### src/cdsr_defs.vh
// constants for the channel device service request block
`ifndef CDSR_DEFS_VH
`define CDSR_DEFS_VH
// ----------------------------------------------------------------
// register byte addresses
// ----------------------------------------------------------------
`define CDSR_ADDR_CTRL 8'h00
`define CDSR_ADDR_STAT 8'h04
`define CDSR_ADDR_UAR 8'h08
`define CDSR_ADDR_UCW0 8'h0C
`define CDSR_ADDR_UCW1 8'h10
`define CDSR_ADDR_UCW2 8'h14
`define CDSR_ADDR_CSW 8'h18
// ----------------------------------------------------------------
// field positions
// ----------------------------------------------------------------
`define CDSR_CTRL_SEL 0
`define CDSR_CTRL_QFULL 1
`define CDSR_CTRL_CHAIN 2
`define CDSR_STAT_ADRCHK 0
`define CDSR_STAT_STSCHK 1
`define CDSR_STAT_ICC 2
`define CDSR_STAT_LOGOUT 3
`define CDSR_STAT_CHAINED 4
`define CDSR_STAT_STORED 5
`define CDSR_STAT_INTPEND 6
`define CDSR_UCW0_WRITE 16
`define CDSR_DEV_END 8'h04
// ----------------------------------------------------------------
// reset values and bus answers
// ----------------------------------------------------------------
`define CDSR_CTRL_RST 3'h0
`define CDSR_UCW0_RST 17'h00000
`define CDSR_RESP_OKAY 2'h0
`define CDSR_RESP_SLVERR 2'h2
`endif

### src/cdsr_channel.v
// multiplex/selector device service request sequence with register slave
//
// Implementation choices: the AXI4-Lite slave port and the address map.
`timescale 1ns/1ps
`include "cdsr_defs.vh"

// Overview of operation
// - request in starts select sequence
// - multiplex repeats full sequence per byte
// - selector idle status: stack, interrupt request
// - interrupt response stores status word
// - tie-break: never interrupt processor operation
// - address in latches address, starts clock
// - phase one reset, phase two parity
// - good parity raises command out phase three
// - address in fall ends command out
// - multiplex: service in requests data priority
// - word zero op, word one data
// - service out answers, command out fails
// - status in clock, parity check
// - multiplex: good status requests examination priority
// - examine queue full and chaining
// - queue full: stack, set stack bit
// - else form status word, interrupt
module cdsr_channel (
  input wire sys_clk,
  input wire arst_n,
  input wire [7:0] s_axi_awaddr,
  input wire s_axi_awvalid,
  output reg s_axi_awready,
  input wire [31:0] s_axi_wdata,
  input wire [3:0] s_axi_wstrb,
  input wire s_axi_wvalid,
  output reg s_axi_wready,
  output reg [1:0] s_axi_bresp,
  output reg s_axi_bvalid,
  input wire s_axi_bready,
  input wire [7:0] s_axi_araddr,
  input wire s_axi_arvalid,
  output reg s_axi_arready,
  output reg [31:0] s_axi_rdata,
  output reg [1:0] s_axi_rresp,
  output reg s_axi_rvalid,
  input wire s_axi_rready,
  input wire requestIn,
  input wire operationalIn,
  input wire addressIn,
  input wire serviceIn,
  input wire statusIn,
  input wire [7:0] busIn,
  input wire busInParity,
  output reg selectOut,
  output reg commandOut,
  output reg serviceOut,
  output reg suppressOut,
  output reg [7:0] busOut,
  input wire cpuBusy,
  output reg priorityReq,
  input wire priorityGrant,
  output reg interruptRequest,
  input wire interruptResponse
);

  // ----------------------------------------------------------------
  // states
  // ----------------------------------------------------------------
  localparam [3:0] S_IDLE = 4'h0, S_SEL = 4'h1, S_PH1 = 4'h2,
    S_PH2 = 4'h3, S_PH3 = 4'h4, S_CMDW = 4'h5, S_TAG = 4'h6,
    S_DATA = 4'h7, S_SVCW = 4'h8, S_ST2 = 4'h9, S_ST3 = 4'hA,
    S_EXAM = 4'hB, S_STACK = 4'hC;

  reg [3:0] state_q;
  reg [2:0] ctrl_q;
  reg [6:0] stat_q;
  reg [7:0] uar_q;
  reg [16:0] ucw0_q;
  reg [7:0] ucw1_q;
  reg ucw2_q;
  reg [15:0] csw_q;
  reg [7:0] sts_q;
  reg wrHit;
  reg rdHit;
  reg [31:0] rdData;

  wire parOk = ^{busIn, busInParity}; // odd parity
  wire selMode = ctrl_q[`CDSR_CTRL_SEL];
  wire wrGo = s_axi_awvalid && s_axi_wvalid && !s_axi_bvalid &&
    !s_axi_awready;
  wire wrLo = wrGo && s_axi_wstrb[0];
  wire rdGo = s_axi_arvalid && !s_axi_rvalid && !s_axi_arready;

  // ----------------------------------------------------------------
  // address decode
  // ----------------------------------------------------------------
  // write decode
  always @* begin
    case (s_axi_awaddr)
      `CDSR_ADDR_CTRL, `CDSR_ADDR_STAT, `CDSR_ADDR_UCW0,
      `CDSR_ADDR_UCW1, `CDSR_ADDR_UCW2: wrHit = 1'b1;
      default: wrHit = 1'b0;
    endcase
  end

  // read decode and mux
  always @* begin
    rdHit = 1'b1;
    case (s_axi_araddr)
      `CDSR_ADDR_CTRL: rdData = {29'h0, ctrl_q};
      `CDSR_ADDR_STAT: rdData = {21'h0, state_q, stat_q};
      `CDSR_ADDR_UAR: rdData = {24'h0, uar_q};
      `CDSR_ADDR_UCW0: rdData = {15'h0, ucw0_q};
      `CDSR_ADDR_UCW1: rdData = {24'h0, ucw1_q};
      `CDSR_ADDR_UCW2: rdData = {31'h0, ucw2_q};
      `CDSR_ADDR_CSW: rdData = {16'h0, csw_q};
      default: begin
        rdData = 32'h0;
        rdHit = 1'b0;
      end
    endcase
  end

  // ----------------------------------------------------------------
  // register bus handshake
  // ----------------------------------------------------------------
  // write and read channels, one transfer each at a time
  always @(posedge sys_clk or negedge arst_n) begin
    if (!arst_n) begin
      s_axi_awready <= 1'b0;
      s_axi_wready <= 1'b0;
      s_axi_bvalid <= 1'b0;
      s_axi_bresp <= `CDSR_RESP_OKAY;
      s_axi_arready <= 1'b0;
      s_axi_rvalid <= 1'b0;
      s_axi_rresp <= `CDSR_RESP_OKAY;
      s_axi_rdata <= 32'h0;
    end else begin
      s_axi_awready <= wrGo;
      s_axi_wready <= wrGo;
      if (s_axi_awready) begin // answer follows the handshake
        s_axi_bvalid <= 1'b1;
        s_axi_bresp <= wrHit ? `CDSR_RESP_OKAY : `CDSR_RESP_SLVERR;
      end else if (s_axi_bready) begin
        s_axi_bvalid <= 1'b0;
      end
      s_axi_arready <= rdGo;
      if (s_axi_arready) begin // data follows the handshake
        s_axi_rvalid <= 1'b1;
        s_axi_rdata <= rdData;
        s_axi_rresp <= rdHit ? `CDSR_RESP_OKAY : `CDSR_RESP_SLVERR;
      end else if (s_axi_rready) begin
        s_axi_rvalid <= 1'b0;
      end
    end
  end

  // ----------------------------------------------------------------
  // service request sequencer
  // ----------------------------------------------------------------
  // interface tags, unit words and status flags; hardware sets win
  always @(posedge sys_clk or negedge arst_n) begin
    if (!arst_n) begin
      state_q <= S_IDLE;
      ctrl_q <= `CDSR_CTRL_RST;
      stat_q <= 7'h0;
      uar_q <= 8'h0;
      ucw0_q <= `CDSR_UCW0_RST;
      ucw1_q <= 8'h0;
      ucw2_q <= 1'b0;
      csw_q <= 16'h0;
      sts_q <= 8'h0;
      selectOut <= 1'b0;
      commandOut <= 1'b0;
      serviceOut <= 1'b0;
      suppressOut <= 1'b0;
      busOut <= 8'h0;
      priorityReq <= 1'b0;
      interruptRequest <= 1'b0;
    end else begin
      // software writes first, sequencer updates below override
      if (wrGo && wrLo && wrHit) begin
        case (s_axi_awaddr)
          `CDSR_ADDR_CTRL: ctrl_q <= s_axi_wdata[2:0];
          `CDSR_ADDR_STAT: stat_q[5:0] <= stat_q[5:0] &
            ~s_axi_wdata[5:0];
          `CDSR_ADDR_UCW0: ucw0_q <= s_axi_wdata[16:0];
          `CDSR_ADDR_UCW1: ucw1_q <= s_axi_wdata[7:0];
          `CDSR_ADDR_UCW2: ucw2_q <= s_axi_wdata[0];
          default: ;
        endcase
      end
      // answer to interrupt request stores the status word
      if (interruptRequest && interruptResponse) begin
        interruptRequest <= 1'b0;
        stat_q[`CDSR_STAT_INTPEND] <= 1'b0;
        stat_q[`CDSR_STAT_STORED] <= 1'b1;
      end
      case (state_q)
        S_IDLE: begin
          suppressOut <= 1'b0;
          // tie-break: processor work keeps priority
          if (requestIn && !cpuBusy && !interruptRequest) begin
            selectOut <= 1'b1;
            state_q <= S_SEL;
          end
        end
        S_SEL: begin
          // unit answers with operational and address
          if (addressIn && operationalIn) begin
            uar_q <= busIn;
            selectOut <= 1'b0;
            state_q <= S_PH1;
          end
        end
        S_PH1: begin
          // phase one clears leftovers of the last byte
          serviceOut <= 1'b0;
          commandOut <= 1'b0;
          state_q <= S_PH2;
        end
        S_PH2: begin
          if (!parOk) begin
            stat_q[`CDSR_STAT_ADRCHK] <= 1'b1;
            stat_q[`CDSR_STAT_ICC] <= 1'b1;
            stat_q[`CDSR_STAT_LOGOUT] <= 1'b1;
            state_q <= S_IDLE;
          end else begin
            state_q <= S_PH3;
          end
        end
        S_PH3: begin
          commandOut <= 1'b1;
          state_q <= S_CMDW;
        end
        S_CMDW: begin
          // fall of address in stops the clock, command out drops
          if (!addressIn) begin
            commandOut <= 1'b0;
            state_q <= S_TAG;
          end
        end
        S_TAG: begin
          if (!operationalIn) begin
            state_q <= S_IDLE;
          end else if (statusIn) begin
            sts_q <= busIn;
            state_q <= S_ST2;
          end else if (serviceIn && !selMode) begin
            priorityReq <= 1'b1;
            state_q <= S_DATA;
          end
        end
        S_DATA: begin
          if (priorityGrant) begin
            priorityReq <= 1'b0;
            if (ucw0_q[15:0] == 16'h0) begin
              commandOut <= 1'b1;
            end else begin
              serviceOut <= 1'b1;
              ucw0_q[15:0] <= ucw0_q[15:0] - 16'h1;
              if (ucw0_q[`CDSR_UCW0_WRITE]) begin
                busOut <= ucw1_q;
              end else begin
                ucw1_q <= busIn;
              end
            end
            state_q <= S_SVCW;
          end
        end
        S_SVCW: begin
          // hold the answer until the unit drops its tag
          if (!serviceIn && !statusIn) begin
            serviceOut <= 1'b0;
            commandOut <= 1'b0;
            state_q <= S_IDLE;
          end
        end
        S_ST2: begin
          if (!parOk) begin
            stat_q[`CDSR_STAT_STSCHK] <= 1'b1;
            stat_q[`CDSR_STAT_ICC] <= 1'b1;
            stat_q[`CDSR_STAT_LOGOUT] <= 1'b1;
            state_q <= S_IDLE;
          end else begin
            state_q <= S_ST3;
          end
        end
        S_ST3: begin
          if (selMode) begin
            // idle selector: secondary status stacked
            commandOut <= 1'b1;
            suppressOut <= 1'b1;
            csw_q <= {uar_q, sts_q};
            interruptRequest <= 1'b1;
            stat_q[`CDSR_STAT_INTPEND] <= 1'b1;
            state_q <= S_STACK;
          end else begin
            priorityReq <= 1'b1;
            state_q <= S_EXAM;
          end
        end
        S_EXAM: begin
          if (priorityGrant) begin
            priorityReq <= 1'b0;
            if (ctrl_q[`CDSR_CTRL_CHAIN] &&
                (sts_q & `CDSR_DEV_END) != 8'h0) begin
              stat_q[`CDSR_STAT_CHAINED] <= 1'b1;
              serviceOut <= 1'b1;
              state_q <= S_SVCW;
            end else if (ctrl_q[`CDSR_CTRL_QFULL] ||
                interruptRequest) begin
              commandOut <= 1'b1;
              ucw2_q <= 1'b1;
              state_q <= S_SVCW;
            end else begin
              csw_q <= {uar_q, sts_q};
              interruptRequest <= 1'b1;
              stat_q[`CDSR_STAT_INTPEND] <= 1'b1;
              serviceOut <= 1'b1;
              state_q <= S_SVCW;
            end
          end
        end
        S_STACK: begin
          if (!statusIn) begin
            commandOut <= 1'b0;
            state_q <= S_IDLE;
          end
        end
        default: state_q <= S_IDLE;
      endcase
    end
  end

endmodule // cdsr_channel

### config.mk
export PLATFORM = sky130hd
export DESIGN_NAME = cdsr_channel
export DESIGN_NICKNAME = d
export VERILOG_FILES = /design/src/cdsr_channel.v
export VERILOG_INCLUDE_DIRS = /design/src
export SDC_FILE = /design/constraint.sdc
export NUM_CORES = 1
export LEC_CHECK = 0
export ABC_AREA = 0
export ABC_CLOCK_PERIOD_IN_PS = 3130
export BUFFER_PORTS_ARGS = -buffer_cell sky130_fd_sc_hd__buf_2
export CAP_MARGIN = 20
export CORE_UTILIZATION = 40
export DETAILED_ROUTE_END_ITERATION = 16
export PLACE_DENSITY = 0.67
export SLEW_MARGIN = 20
export SYNTH_ARGS = -nofsm -noshare
export SYNTH_HDL_FRONTEND = slang
export SYNTH_SLANG_ARGS = --single-unit
### constraint.sdc
create_clock -name sys_clk -period 3.13 [get_ports sys_clk]
set_input_delay 0.1565 -clock sys_clk [delete_from_list [all_inputs] [get_ports sys_clk]]
set_output_delay 0.1565 -clock sys_clk [all_outputs]
set_load 0.03 [all_outputs]
# [Yosys cells after proc, flatten, opt, wreduce, memory -nomap -nowiden]
# Index checks and enable logic that the tools add are counted.
[op_classes] bitwise=3 eq_ne=42 add_sub_neg=1 reduce_logical=56 n_mux=93
[ops] operator="16-bit 2-to-1 mux" n=9
[ops] operator="17-bit case mux with 7 select lines" n=1
[ops] operator="1-bit 2-to-1 mux" n=48
[ops] operator="8-bit 2-to-1 mux" n=6
[ops] operator="4-bit case mux with 12 select lines" n=1
[ops] operator="8-bit by 5-bit equality test with 1-bit output, second input constant" n=5
[ops] operator="4-bit 2-to-1 mux" n=10
[ops] operator="2-bit inequality test, second input constant" n=17
[ops] operator="16-bit case mux with 2 select lines" n=1
[ops] operator="8-bit by 4-bit equality test with 1-bit output, second input constant" n=3
[ops] operator="4-bit equality test, second input constant" n=5
[ops] operator="4-bit by 3-bit equality test with 1-bit output, second input constant" n=4
[ops] operator="8-bit by 3-bit equality test with 1-bit output, second input constant" n=2
[ops] operator="16-bit logical NOT" n=1
[ops] operator="8-bit logical NOT" n=2
[ops] operator="16-bit by 1-bit subtractor with 16-bit output, second input constant" n=1
[ops] operator="1-bit logical AND" n=15
[ops] operator="2-bit nonzero test" n=7
[ops] operator="6-bit 2-to-1 mux" n=2
[ops] operator="6-bit AND reduction" n=2
[ops] operator="10-bit AND reduction" n=1
[ops] operator="2-bit AND reduction" n=5
[ops] operator="1-bit logical NOT" n=9
[ops] operator="3-bit 2-to-1 mux" n=3
[ops] operator="other kinds (27)" n=35
[word_totals] input_bits=76 ff_bits=126 output_inout_bits=55

# [Depth between registers and ports, before layout]
# Gate-level depths: netlist of the first run.
[depth] depth_word=12 ltp_mapped=9 depth_no_buf=8

# [Least setup slack after synthesis of the first run]
# Ideal clock, no wire load.
[synth_timing] kind="register to register" startpoint="register ucw0_q[0]" endpoint="register ucw0_q[12]" stages_incl_launch_ff=9 setup_ns=0.126 arrival_ns=2.184 setup_slack_ns=0.820 period_less_slack_ns=2.310 cell_sequence="dfrtp_1 -> inv_1 -> ha_1 -> or3b_4 -> or3_4 -> or3_4 -> nor3_2 -> o21ai_1 -> a221o_1"
[synth_via] elab_chain_len=4
[synth_rtl] element="start, declared" line_no="cdsr_channel.v:76" source="reg [16:0] ucw0_q;"
[synth_rtl] element="start signal, assigned" line_no="cdsr_channel.v:166" source="ucw0_q <= `CDSR_UCW0_RST;"
[synth_rtl] element="start signal, assigned" line_no="cdsr_channel.v:185" source="`CDSR_ADDR_UCW0: ucw0_q <= s_axi_wdata[16:0];"
[synth_rtl] element="start signal, assigned" line_no="cdsr_channel.v:259" source="ucw0_q[15:0] <= ucw0_q[15:0] - 16'h1;"
[synth_rtl] element="16-bit by 1-bit subtractor with 16-bit output or 16-bit logical NOT (tied branches)" line_no="cdsr_channel.v:259, cdsr_channel.v:255"
[synth_rtl] element="16-bit 2-to-1 mux (*)" line_no="cdsr_channel.v:255" source="if (ucw0_q[15:0] == 16'h0) begin"
[synth_rtl] element="16-bit 2-to-1 mux (*)" line_no="cdsr_channel.v:253" source="if (priorityGrant) begin"
[synth_rtl] element="16-bit 2-to-1 mux (*)" line_no="cdsr_channel.v:197" source="case (state_q)"
# Mark *: on every way between the ends. The rest lies on a longest branch, timed or not.
# A chain may end at the register's enable or synchronous reset.

# [Final worst setup path of the first run]
[layout_timing] startpoint="register state_q[0]" endpoint="register busOut[6]"
[layout_via] elab_chain_len=2
[layout_rtl] element="start, declared" line_no="cdsr_channel.v:72" source="reg [3:0] state_q;"
[layout_rtl] element="start signal, assigned" line_no="cdsr_channel.v:162" source="state_q <= S_IDLE;"
[layout_rtl] element="start signal, assigned" line_no="cdsr_channel.v:203" source="state_q <= S_SEL;"
[layout_rtl] element="start signal, assigned" line_no="cdsr_channel.v:211" source="state_q <= S_PH1;"
[layout_rtl] element="4-bit by 3-bit equality test with 1-bit output" line_no="cdsr_channel.v:197"
[layout_rtl] element="4-bit AND reduction (no line)"
[layout_rtl] element="end signal, assigned" line_no="cdsr_channel.v:261" source="busOut <= ucw1_q;"
[layout_rtl] element="end, declared" line_no="cdsr_channel.v:56" source="output reg [7:0] busOut,"
# Every way passes these cells.

==> flow_summary_export.csv, run 1 <==
group,metric,value,unit
run_status,status,"finished clean",
finish,area_growth,15.4,%
timing,relSlewSlack,42.1,%
yosys,yosys.cell_types.count,73,
global_routing,gr-usage-all-layers,22.3,%
finish,antenna_cells,0,
cts,clock-root-buffer,"clkbuf_16",
cts,worstSkewPairLatency,0.36,ns
placed_design,dp.cells,827,
power,power_density,681,nW/um^2
critical_path,cp_max_fo,17,
critical_path,crit_path_start_kind,"flip-flop",
floorplanning,pin_count,131,
timing,hold_viol_final,0,
critical_path,crit_family,"simple AND/OR/NAND/NOR gates",
yosys,yosysWarningCount,0,
route,vias,4764,
critical_path,cp.buffers_inverters,0,
floorplanning,core_area,14000,sq um
route,via_per_inst,5.64,
floorplanning,die_area,15000,sq um
route,drc,0,
yosys,avgSynthCellArea,10.2,sq um
yosys,synth_cells,570,
yosys,synth.area.mux_share,12.1,%
placed_design,place_congestion,0.862,
yosys,synth_seq_cells,109,
timing,finalSetupTns,0,ns
floorplanning,die_y,122,um
timing,skew,0.0103,ns
worst_hold_path,min_path_type,"in -> reg",
global_routing,grt_overflow_total,0,
finish,layout_commonest_cell,"dfrtp_1",
cts,cts_max_path_buffers,2,
yosys,synth_xor_area_share,1.51,%
cts,cts_tree,"yes",
floorplanning,rows,43,
yosys,yosys-top-cells-area,"dfrtp_1, mux2_2, o21ai_0",
timing,setup_viol,0,
flow_run,cap_violations,0,
yosys,synthSimpleGateAreaFrac,15.0,%
placed_design,io_buffers,95,
global_routing,grt_pass1_vias,4665,
cts,clkTransAtPathRegs,0.08,ns
floorplanning,start_util,41.4,%
placed_design,hpwl,11.7,mm
power,p_leak,0.00309,uW
yosys,yosys.area.top_type,"dfrtp_1",
cts,clock-sinks,109,
finish,fin_nets,737,
critical_path,slowest_delay,0.70,ns
critical_path,crit_slowest_cell,"dfrtp_1",
critical_path,cp-end-kind,"flip-flop",
timing,max_freq,384,MHz
timing,fin_ws,0.524,ns
route,drtIter0Drc,405,
timing,layout_min_cycle_time,2.61,ns
route,ant_nets,0,
floorplanning,die_x,122,um
placed_design,pre_cts_ws,0.591,ns
cts,cts_setup_buffers,0,
yosys,synth_flop_cell,"dfrtp_1",
global_routing,grt_max_degree,60,
yosys,yosysSeqAreaShare,47.1,%
yosys,syn_area,5800,sq um
critical_path,worstPathArrival,2.84,ns
finish,fin_cells,844,
route,firstDrtPassIters,5,
yosys,synthAdderAreaFrac,0.432,%
yosys,synth-edff-count,0,
yosys,synth_compound_area_share,16.8,%
finish,fillers,1340,
timing,hold_ws,0.00350,ns
timing,rsz0062_at_grt,"false",
cts,h-tree-depth,3,
global_routing,antenna_found_initial,0,
finish,layout_common_cells,"dfrtp_1, buf_2, nand2_1, mux2_2, inv_1",
critical_path,crit_required,3.37,ns
timing,slew_violations,0,
global_routing,grt_pass1_wl,25.1,mm
route,wl_per_cell,18.8,um
yosys,synth_top_family_by_area,"compound AO/OA/AOI/OAI gates",
critical_path,worstSetupPathType,"reg -> reg",
timing,period_share,83.3,%
timing,worstMarginPinSlew,0.860,ns
yosys,async_flop_share,100,%
cts,cts-buffers-inserted,9,
route,wirelength,15.8,mm
finish,drive_gt1_share,27.6,%
critical_path,path_cells,"and2_1 -> nand3_1 -> nor2_1 -> nand2_2 -> mux2_2",
yosys,yosysTopAreaCellShare,47.1,%
power,vdd_drop_max,478,uV
-- layout make-up --
cell class	count	area, sq um	area share, %
sequential	109	2730	40.8
clock inverter	5	61.3	0.916
multi-input combinational	395	2720	40.7
clock buffer	11	233	3.48
inverter	37	139	2.08
tap	180	225	3.37
timing repair buffer	107	583	8.72
-- what timing repair did --
item	4_1_cts	5_1_grt
hold buffers	1	0
endpoints found under the hold margin	50	0
gates resized for setup	0	0
-- synthesized netlist by cell type, types with 3 or more instances --
cell / instances
o21ai_1: 6
a31oi_1: 5
clkbuf_1: 13
nand2_1: 44
a21boi_0: 3
o21ai_0: 36
nor2b_1: 9
o21a_1: 4
a21oi_1: 18
o211ai_1: 3
a221o_1: 6
nor3_1: 14
a22o_1: 6
nor3b_1: 3
or3_4: 3
o31ai_1: 3
nor4_1: 4
and3_1: 5
o32ai_1: 3
nand2b_1: 5
buf_4: 18
a22oi_1: 13
or3_1: 4
a21o_1: 5
nor2_1: 27
dfrtp_1: 109
xnor2_1: 8
nand3_1: 13
mux2_2: 44
mux2i_1: 17
buf_2: 10
inv_1: 37
nand4_1: 4
o22ai_1: 18
and2_1: 3
-- worst register-to-register path: stages, from the launching register on --
cell and delay (ns):
dfrtp_1 0.70, and2_1 0.41, nand3_1 0.26, nor2_1 0.49, nand2_2 0.28, mux2_2 0.35
-- worst paths after layout --
check,slack [ns],depth (start not counted),startpoint,endpoint
worst max-delay path,0.52,5,state_q[0]$_DFFE_PN0P_,busOut[6]$_DFFE_PN0P_
worst min-delay path,0.003,3,s_axi_wdata[16],ucw0_q[16]$_DFFE_PN0P_
worst max register to register,0.52,5,state_q[0]$_DFFE_PN0P_,busOut[6]$_DFFE_PN0P_
worst min register to register,0.48,1,s_axi_rvalid$_DFFE_PN0P_,s_axi_arready$_DFF_PN0_
max in group asynchronous,2.01,3,arst_n,s_axi_rdata[13]$_DFFE_PN0P_
min in group asynchronous,0.37,2,arst_n,busOut[1]$_DFFE_PN0P_
-- stage by stage --
step / power (uW) / instance area, sq um / utilization, %
after floorplan: 2970 / 5860 / -
after global placement: 3350 / 6390 / 45.7
after detailed placement: 3400 / 6390 / 45.7
after CTS: 4560 / 6690 / 47.8
after global routing: 4800 / 6690 / 47.8
final: 4560 / 6690 / 47.8
-- sequential cells by signal, summed over array words and instances, names as in the netlist, 3 cells and up --
name / count
busOut: 8
csw_q: 16
ctrl_q: 3
s_axi_rdata: 17
stat_q: 7
state_q: 4
sts_q: 8
uar_q: 8
ucw0_q: 17
ucw1_q: 8
-- power breakdown --
part | internal, uW | leakage, uW | total [uW] | switching (uW)
registers | 1750 | 0.00143 | 2110 | 361
clock network | 623 | 0.000132 | 1150 | 525
logic | 557 | 0.00154 | 1290 | 738
total | 2930 | 0.00309 | 4560 | 1620
-- per-layer routing --
| metal | up-vias | share of wire, % | track usage [%] |
|---|---|---|---|
| met3 | 27 | 7.4 | 4.55 |
| met2 | 211 | 47 | 35.8 |
| met4 | 0 | 1.8 | 7.24 |
| met1 | 2320 | 43 | 30.1 |
| met5 | - | 0 | 0 |
| li1 | 2206 | - | - |
-- cells by family (layout without fill, tap and decap cells) --
kind of cell / after synthesis / after routing
and+or+nand+nor: 157 / 157
adders and majority gates: 2 / 2
other: 1 / 17
muxes: 63 / 63
xor gates and xnor gates: 10 / 10
buffers and inverters: 82 / 160
AOI/OAI and AO/OA: 146 / 146
DFF: 109 / 109
Note: power is estimated with default switching activity, not from simulation.
==> run 2, diff against run 1 <==
--- a/config.mk
+++ b/config.mk
@@ -6,13 +6,13 @@
 export SDC_FILE = /design/constraint.sdc
 export NUM_CORES = 1
 export LEC_CHECK = 0
-export ABC_AREA = 0
-export ABC_CLOCK_PERIOD_IN_PS = 3130
+export ABC_AREA = 1
+export ABC_CLOCK_PERIOD_IN_PS = 2550
 export BUFFER_PORTS_ARGS = -buffer_cell sky130_fd_sc_hd__buf_2
 export CAP_MARGIN = 20
 export CORE_UTILIZATION = 40
 export DETAILED_ROUTE_END_ITERATION = 16
-export PLACE_DENSITY = 0.67
+export PLACE_DENSITY = 0.66
 export SLEW_MARGIN = 20
 export SYNTH_ARGS = -nofsm -noshare
 export SYNTH_HDL_FRONTEND = slang
==> constraint.sdc (replaced) <==
create_clock -name sys_clk -period 2.55 [get_ports sys_clk]
set_input_delay 0.1275 -clock sys_clk [delete_from_list [all_inputs] [get_ports sys_clk]]
set_output_delay 0.1275 -clock sys_clk [all_outputs]
set_load 0.03 [all_outputs]
==> run 2 against run 1 <==
Wire length grew 11%. Flip-flop and latch count is the same. Synthesized area grew 10%. Critical path depth grew 6. Count of clock-buffer cells in the layout shrank 1. Clock skew shrank 0.0045 ns. Non-clock buffer count grew 6. Final cell count grew 41%. Critical endpoint is now ctrl_q[2]$_DFFE_PN0P_. Critical path type is now in -> reg.
==> flow_summary_export.csv, run 2 <==
group,metric,value,unit
critical_path,path_cells,"dlygate4sd3_1 -> buf_2 -> nand2_1 -> dlygate4sd3_1 -> nor3_1 -> and2_1 -> nand2_4 -> inv_2 -> nand2_1 -> nand2_1 -> o21ai_1",
yosys,yosys.cell_types.count,41,
floorplanning,die_y,128,um
power,p_leak,0.00407,uW
timing,finalSetupTns,0,ns
critical_path,slowest_delay,0.54,ns
timing,worstMarginPinSlew,0.728,ns
route,wl_per_cell,14.8,um
critical_path,cp.buffers_inverters,4,
timing,rsz0062_at_grt,"false",
cts,cts_tree,"yes",
finish,top_regs,"s_axi_rdata x17, ucw0_q x17, csw_q x16",
power,p_int,3630,uW
yosys,avgSynthCellArea,7.30,sq um
route,drtIter0Drc,484,
critical_path,crit_required,2.80,ns
critical_path,crit_slowest_cell,"dlygate4sd3_1",
route,drc,0,
critical_path,cp-end-kind,"flip-flop",
cts,clock-root-buffer,"clkbuf_16",
placed_design,place_congestion,0.900,
finish,drive_gt1_share,17.8,%
route,vias,5826,
yosys,synth_cells,875,
critical_path,worstSetupPathType,"in -> reg",
yosys,syn_area,6390,sq um
finish,antenna_cells,0,
yosys,synth.cells.most_frequent,"nand2_1, dfrtp_1, inv_1, nand3_1, o21ai_0",
floorplanning,core_area,15400,sq um
floorplanning,die_x,128,um
global_routing,antenna_found_initial,0,
finish,area_growth,15.3,%
yosys,async_flop_share,100,%
timing,skew,0.00579,ns
finish,seq_area,2730,sq um
finish,fin_nets,1048,
global_routing,grt_pass1_vias,5341,
critical_path,crit_path_frequent_cell,"nand2_1",
timing,hold_viol_final,0,
finish,utilization,47.9,%
cts,clock-sinks,109,
power,vdd_drop_max,372,uV
cts,worstSkewPairLatency,0.36,ns
worst_hold_path,min_path_type,"in -> reg",
cts,h-tree-depth,3,
critical_path,worstPathArrival,2.57,ns
timing,hold_ws,0.0247,ns
floorplanning,die_area,16500,sq um
floorplanning,start_util,41.6,%
critical_path,cp_max_fo,26,
power,swShare,39.2,%
power,p_sw,2340,uW
yosys,yosysMostFrequentCell,"nand2_1",
cts,cts-buffers-inserted,9,
timing,max_freq,430,MHz
global_routing,grt_overflow_total,0,
placed_design,io_buffers,95,
critical_path,crit_path_start_kind,"input pin",
cts,clkTransAtPathRegs,0.07,ns
yosys,yosysTopAreaCellShare,42.7,%
power,p_seq_share,42.4,%
power,pwr-share-clk,25.2,%
critical_path,crit_family,"buffers and inverters",
placed_design,hpwl,13.1,mm
yosys,yosys.area.top_type,"dfrtp_1",
yosys,synth_seq_cells,109,
cts,cts_setup_buffers,0,
finish,layout_common_cells,"nand2_1, dfrtp_1, inv_1, buf_2, nand3_1",
finish,fillers,1562,
yosys,yosysSeqAreaShare,42.7,%
run_status,status,"finished clean",
route,wirelength,17.5,mm
route,ant_nets,0,
global_routing,grt_pass1_wl,28.3,mm
timing,period_share,91.1,%
power,p_comb_share,32.3,%
timing,setup_viol,0,
timing,slew_violations,0,
route,firstDrtPassIters,6,
power,power_density,811,nW/um^2
global_routing,gr-usage-all-layers,22.5,%
route,via_per_inst,4.91,
yosys,synth-edff-count,0,
floorplanning,pin_count,131,
timing,layout_min_cycle_time,2.32,ns
yosys,yosysWarningCount,0,
global_routing,grt_max_degree,48,
finish,layout_commonest_cell,"nand2_1",
flow_run,cap_violations,0,
floorplanning,rows,45,
finish,multi_input_area,3000,sq um
timing,relSlewSlack,51.3,%
yosys,synth_flop_cell,"dfrtp_1",
cts,cts_max_path_buffers,2,
yosys,yosys-top-cells-area,"dfrtp_1, nand2_1, nand3_1",
-- run 2: final cells by class --
| cell class | count | share of cell area, % |
|---|---|---|
| Clock buffer | 10 | 3.24 |
| Clock inverter | 6 | 1.04 |
| Inverter | 110 | 5.61 |
| Multi-Input combinational cell | 627 | 40.8 |
| Sequential cell | 109 | 37.0 |
| Tap cell | 211 | 3.58 |
| Timing Repair Buffer | 113 | 8.73 |
-- run 2: final timing paths --
| kind | from | depth (start not counted) | slack, ns | end |
|---|---|---|---|---|
| max in group asynchronous | arst_n | 3 | 1.48 | state_q[0]$_DFFE_PN0P_ |
| worst max register to register | ucw0_q[11]$_DFF_PN0_ | 10 | 0.56 | ucw1_q[5]$_DFF_PN0_ |
| min in group asynchronous | arst_n | 2 | 0.31 | ucw0_q[9]$_DFF_PN0_ |
| worst min-delay path | s_axi_wdata[16] | 3 | 0.02 | ucw0_q[16]$_DFFE_PN0P_ |
| worst max-delay path | s_axi_wvalid | 11 | 0.23 | ctrl_q[2]$_DFFE_PN0P_ |
| worst min register to register | s_axi_rvalid$_DFFE_PN0P_ | 1 | 0.45 | s_axi_arready$_DFF_PN0_ |
-- run 2: timing repair --
item | in CTS | in global routing
gates resized for setup | 0 | 0
hold buffers | 7 | 0
endpoints found under the hold margin | 44 | 0
-- run 2: logic make-up after synthesis --
| kind of cell | count (synthesis) | synth area share, % |
|---|---|---|
| buffers and inverters | 155 | 11.3 |
| and+or+nand+nor | 456 | 31.5 |
| AOI/OAI and AO/OA | 139 | 12.3 |
| xor gates and xnor gates | 13 | 1.78 |
| other | 1 | 0.0587 |
| adders and majority gates | 2 | 0.392 |
| DFF | 109 | 42.7 |
-- run 2: power groups by stage --
stage               Clock, uW  Combinational [uW]  Sequential, uW
floorplan                   0                1360            2570
global placement            0                1880            2550
detailed placement          0                1910            2550
CTS                      1540                1930            2520
global route             1610                2200            2580
finish                   1510                1930            2530
-- run 2: per-stage QoR --
| stage | instance area [sq um] | instances | power [uW] | worst slack [ns] |
|---|---|---|---|---|
| 2_1_floorplan | 6450 | 891 | 3930 | 0.954 |
| 3_3_place_gp | 6980 | 1163 | 4430 | 0.610 |
| 3_5_place_dp | 6980 | 1163 | 4470 | 0.575 |
| 4_1_cts | 7370 | 1186 | 5990 | 0.294 |
| 5_1_grt | 7370 | 1186 | 6390 | 0.0279 |
| 6_report | 7370 | 1186 | 5970 | 0.226 |
-- run 2: routing by layer --
metal	part of all wire (%)	up-vias	global-route usage, %
met5	0	-	0
met4	1.9	0	7.13
met3	7.2	23	4.07
met2	44	239	34.8
met1	47	2613	31.9
li1	-	2951	-
-- run 2: worst register-to-register path, cell delays in order, from the launching register on --
cell,delay (ns)
dfrtp_1,0.43
nor2_1,0.22
nand2_1,0.10
nor2_1,0.18
nand2_1,0.16
nand3_1,0.12
inv_1,0.06
nand2_1,0.33
nand3_1,0.13
o21ai_0,0.09
inv_1,0.06
==> run 3, diff against run 2 <==
--- a/config.mk
+++ b/config.mk
@@ -7,7 +7,7 @@
 export NUM_CORES = 1
 export LEC_CHECK = 0
 export ABC_AREA = 1
-export ABC_CLOCK_PERIOD_IN_PS = 2550
+export ABC_CLOCK_PERIOD_IN_PS = 2980
 export BUFFER_PORTS_ARGS = -buffer_cell sky130_fd_sc_hd__buf_2
 export CAP_MARGIN = 20
 export CORE_UTILIZATION = 40
==> constraint.sdc (replaced) <==
create_clock -name sys_clk -period 2.98 [get_ports sys_clk]
set_input_delay 0.149 -clock sys_clk [delete_from_list [all_inputs] [get_ports sys_clk]]
set_output_delay 0.149 -clock sys_clk [all_outputs]
set_load 0.03 [all_outputs]
==> run 3 against run 2 <==
Via count increased by 1.1%. Clock power decreased by 12%. Count of clock-buffer cells in the layout increased by 1. Register-to-register slack improved by 0.14 ns. First-iteration DRC count decreased by 4.5%. Final cell count decreased by 0.51%. Power decreased by 14%. Design area decreased by 0.54%. Critical path depth unchanged. Clock skew increased by 0.0022 ns. Critical endpoint is now ucw1_q[0]$_DFF_PN0_. Largest cell class unchanged.
==> flow_summary_export.csv, run 3 (synthesis gave the netlist of run 2 again) <==
group,metric,value,unit
route,vias,5891,
power,vdd_drop_max,369,uV
route,via_per_inst,4.99,
critical_path,cp.depth,11,
finish,area_growth,14.6,%
critical_path,path_cells,"nor2_1 -> nand2_1 -> nor2_1 -> nand2_1 -> nand3_1 -> inv_1 -> buf_4 -> nand2_1 -> nand3_1 -> o21ai_0 -> inv_1",
global_routing,grt_max_degree,51,
timing,setup_viol,0,
cts,cts-buffers-inserted,9,
critical_path,reg2reg_slack,0.70,ns
critical_path,cp_max_fo,15,
global_routing,grt_pass1_wl,28.0,mm
timing,max_freq,439,MHz
cts,cts_tree,"yes",
power,p_int,3180,uW
power,p_comb_share,31.8,%
critical_path,cp-end-kind,"flip-flop",
floorplanning,pin_count,131,
floorplanning,start_util,41.6,%
route,wl_met2,7.66,mm
critical_path,reg2regPathDepth,11,
run_status,status,"finished clean",
timing,slew_violations,0,
floorplanning,die_x,128,um
route,ant_nets,0,
route,firstDrtPassIters,5,
worst_hold_path,hp-start,"s_axi_arvalid",
finish,multi_input_area,3000,sq um
cts,worstSkewPairLatency,0.36,ns
floorplanning,die_area,16500,sq um
critical_path,crit_path_start_kind,"flip-flop",
critical_path,crit_end,"ucw1_q[0]$_DFF_PN0_",
finish,top_regs,"s_axi_rdata x17, ucw0_q x17, csw_q x16",
critical_path,slowest_delay,0.43,ns
timing,hold_viol_final,0,
floorplanning,core_area,15400,sq um
power,p_leak,0.00405,uW
placed_design,dp.cells,1159,
finish,layout_common_cells,"nand2_1, dfrtp_1, inv_1, buf_2, nand3_1",
finish,fin_nets,1042,
cts,clkTransAtPathRegs,0.08,ns
worst_hold_path,min_path_type,"in -> reg",
global_routing,gr-usage-all-layers,22.1,%
placed_design,place_area,6950,sq um
timing,layout_min_cycle_time,2.28,ns
global_routing,grt_pass1_vias,5468,
route,routed.top_layer,"met4",
route,m1WireLength,8.11,mm
finish,antenna_cells,0,
finish,seq_area,2730,sq um
finish,fillers,1580,
cts,clock-root-buffer,"clkbuf_16",
finish,layout_commonest_cell,"nand2_1",
timing,relSlewSlack,50.4,%
critical_path,worstPathArrival,2.52,ns
route,drtIter0Drc,462,
critical_path,startpoint,"ucw0_q[11]$_DFF_PN0_",
timing,skew,0.00795,ns
cts,clock-sinks,109,
route,wl_met3,1.19,mm
critical_path,r2r-start,"ucw0_q[11]$_DFF_PN0_",
critical_path,crit_family,"simple AND/OR/NAND/NOR gates",
flow_run,cap_violations,0,
timing,period_share,76.5,%
floorplanning,rows,45,
placed_design,io_buffers,95,
cts,cts_max_path_buffers,2,
global_routing,grt_overflow_total,0,
finish,fin_cells,1180,
placed_design,place_congestion,0.936,
route,wl_per_cell,14.7,um
finish,stdcell_area,7330,sq um
global_routing,antenna_found_initial,0,
cts,h-tree-depth,3,
power,power_density,702,nW/um^2
critical_path,crit_required,3.22,ns
power,swShare,38.3,%
finish,drive_gt1_share,17.4,%
power,p_seq_share,42.3,%
placed_design,hpwl,13.1,mm
floorplanning,die_y,128,um
critical_path,rr_endpoint,"ucw1_q[0]$_DFF_PN0_",
critical_path,crit_path_frequent_cell,"nand2_1",
route,drc,0,
power,pwr-share-clk,25.9,%
critical_path,worstSetupPathType,"reg -> reg",
critical_path,cp.buffers_inverters,3,
power,p_sw,1970,uW
route,wirelength,17.3,mm
critical_path,crit_slowest_cell,"dfrtp_1",
timing,worstMarginPinSlew,0.741,ns
power,design_power_total,5140,uW
timing,finalSetupTns,0,ns
timing,rsz0062_at_grt,"false",
[run 3: cell type report]
type                       count  share of cell area, %
clock buffer                  11                   3.31
clock inverter                 5                   1.13
inverter                     110                   5.64
multi-input combinational    627                   41.0
sequential                   109                   37.2
tap                          211                   3.60
timing repair buffer         107                   8.10
[run 3: metal layers]
layer  global-route usage [%]  vias up
met5                        0        -
met4                     7.06        0
met3                     4.78       27
met2                     34.7      222
met1                     30.5     2700
li1                         -     2942
[run 3: per-stage QoR]
step	hold WS (ns)	utilization [%]	setup WS, ns
detailed placement	0.242	45.2	0.778
floorplan	-0.147	-	1.38
CTS	0.00307	47.7	0.768
global placement	0.239	45.2	0.797
global route	0.0237	47.7	0.558
finish	0.00976	47.7	0.701
[run 3: worst register-to-register path: cells and delay by family, from the launching register on]
family	cells	cell delay (ns)
AO/OA/AOI/OAI	1	0.11
buffers and inverters	3	0.29
AND/OR/NAND/NOR	7	1.34
flip-flops	1	0.43
[run 3: worst min path at each step]
stage	end	slack, ns	cells past startpoint
finish	s_axi_arready$_DFF_PN0_	0.01	3
global route	s_axi_arready$_DFF_PN0_	0.02	3
CTS	s_axi_arready$_DFF_PN0_	0.003	3
detailed placement	ucw0_q[9]$_DFF_PN0_	0.24	1
global placement	ucw0_q[9]$_DFF_PN0_	0.24	1
floorplan	busOut[0]$_DFFE_PN0P_	-0.15	0
[run 3: power by group through the flow]
stage	Clock, uW	Sequential, uW	Combinational [uW]
final	1330	2180	1630
after global routing	1420	2230	1870
after CTS	1350	2170	1640
after detailed placement	0	2200	1630
after global placement	0	2190	1600
after floorplan	0	2200	1160
[run 3: what timing repair did]
action	CTS	global route
setup buffers	0	0
endpoints found under the hold margin	52	0
hold buffers	5	0
resized for setup	0	0
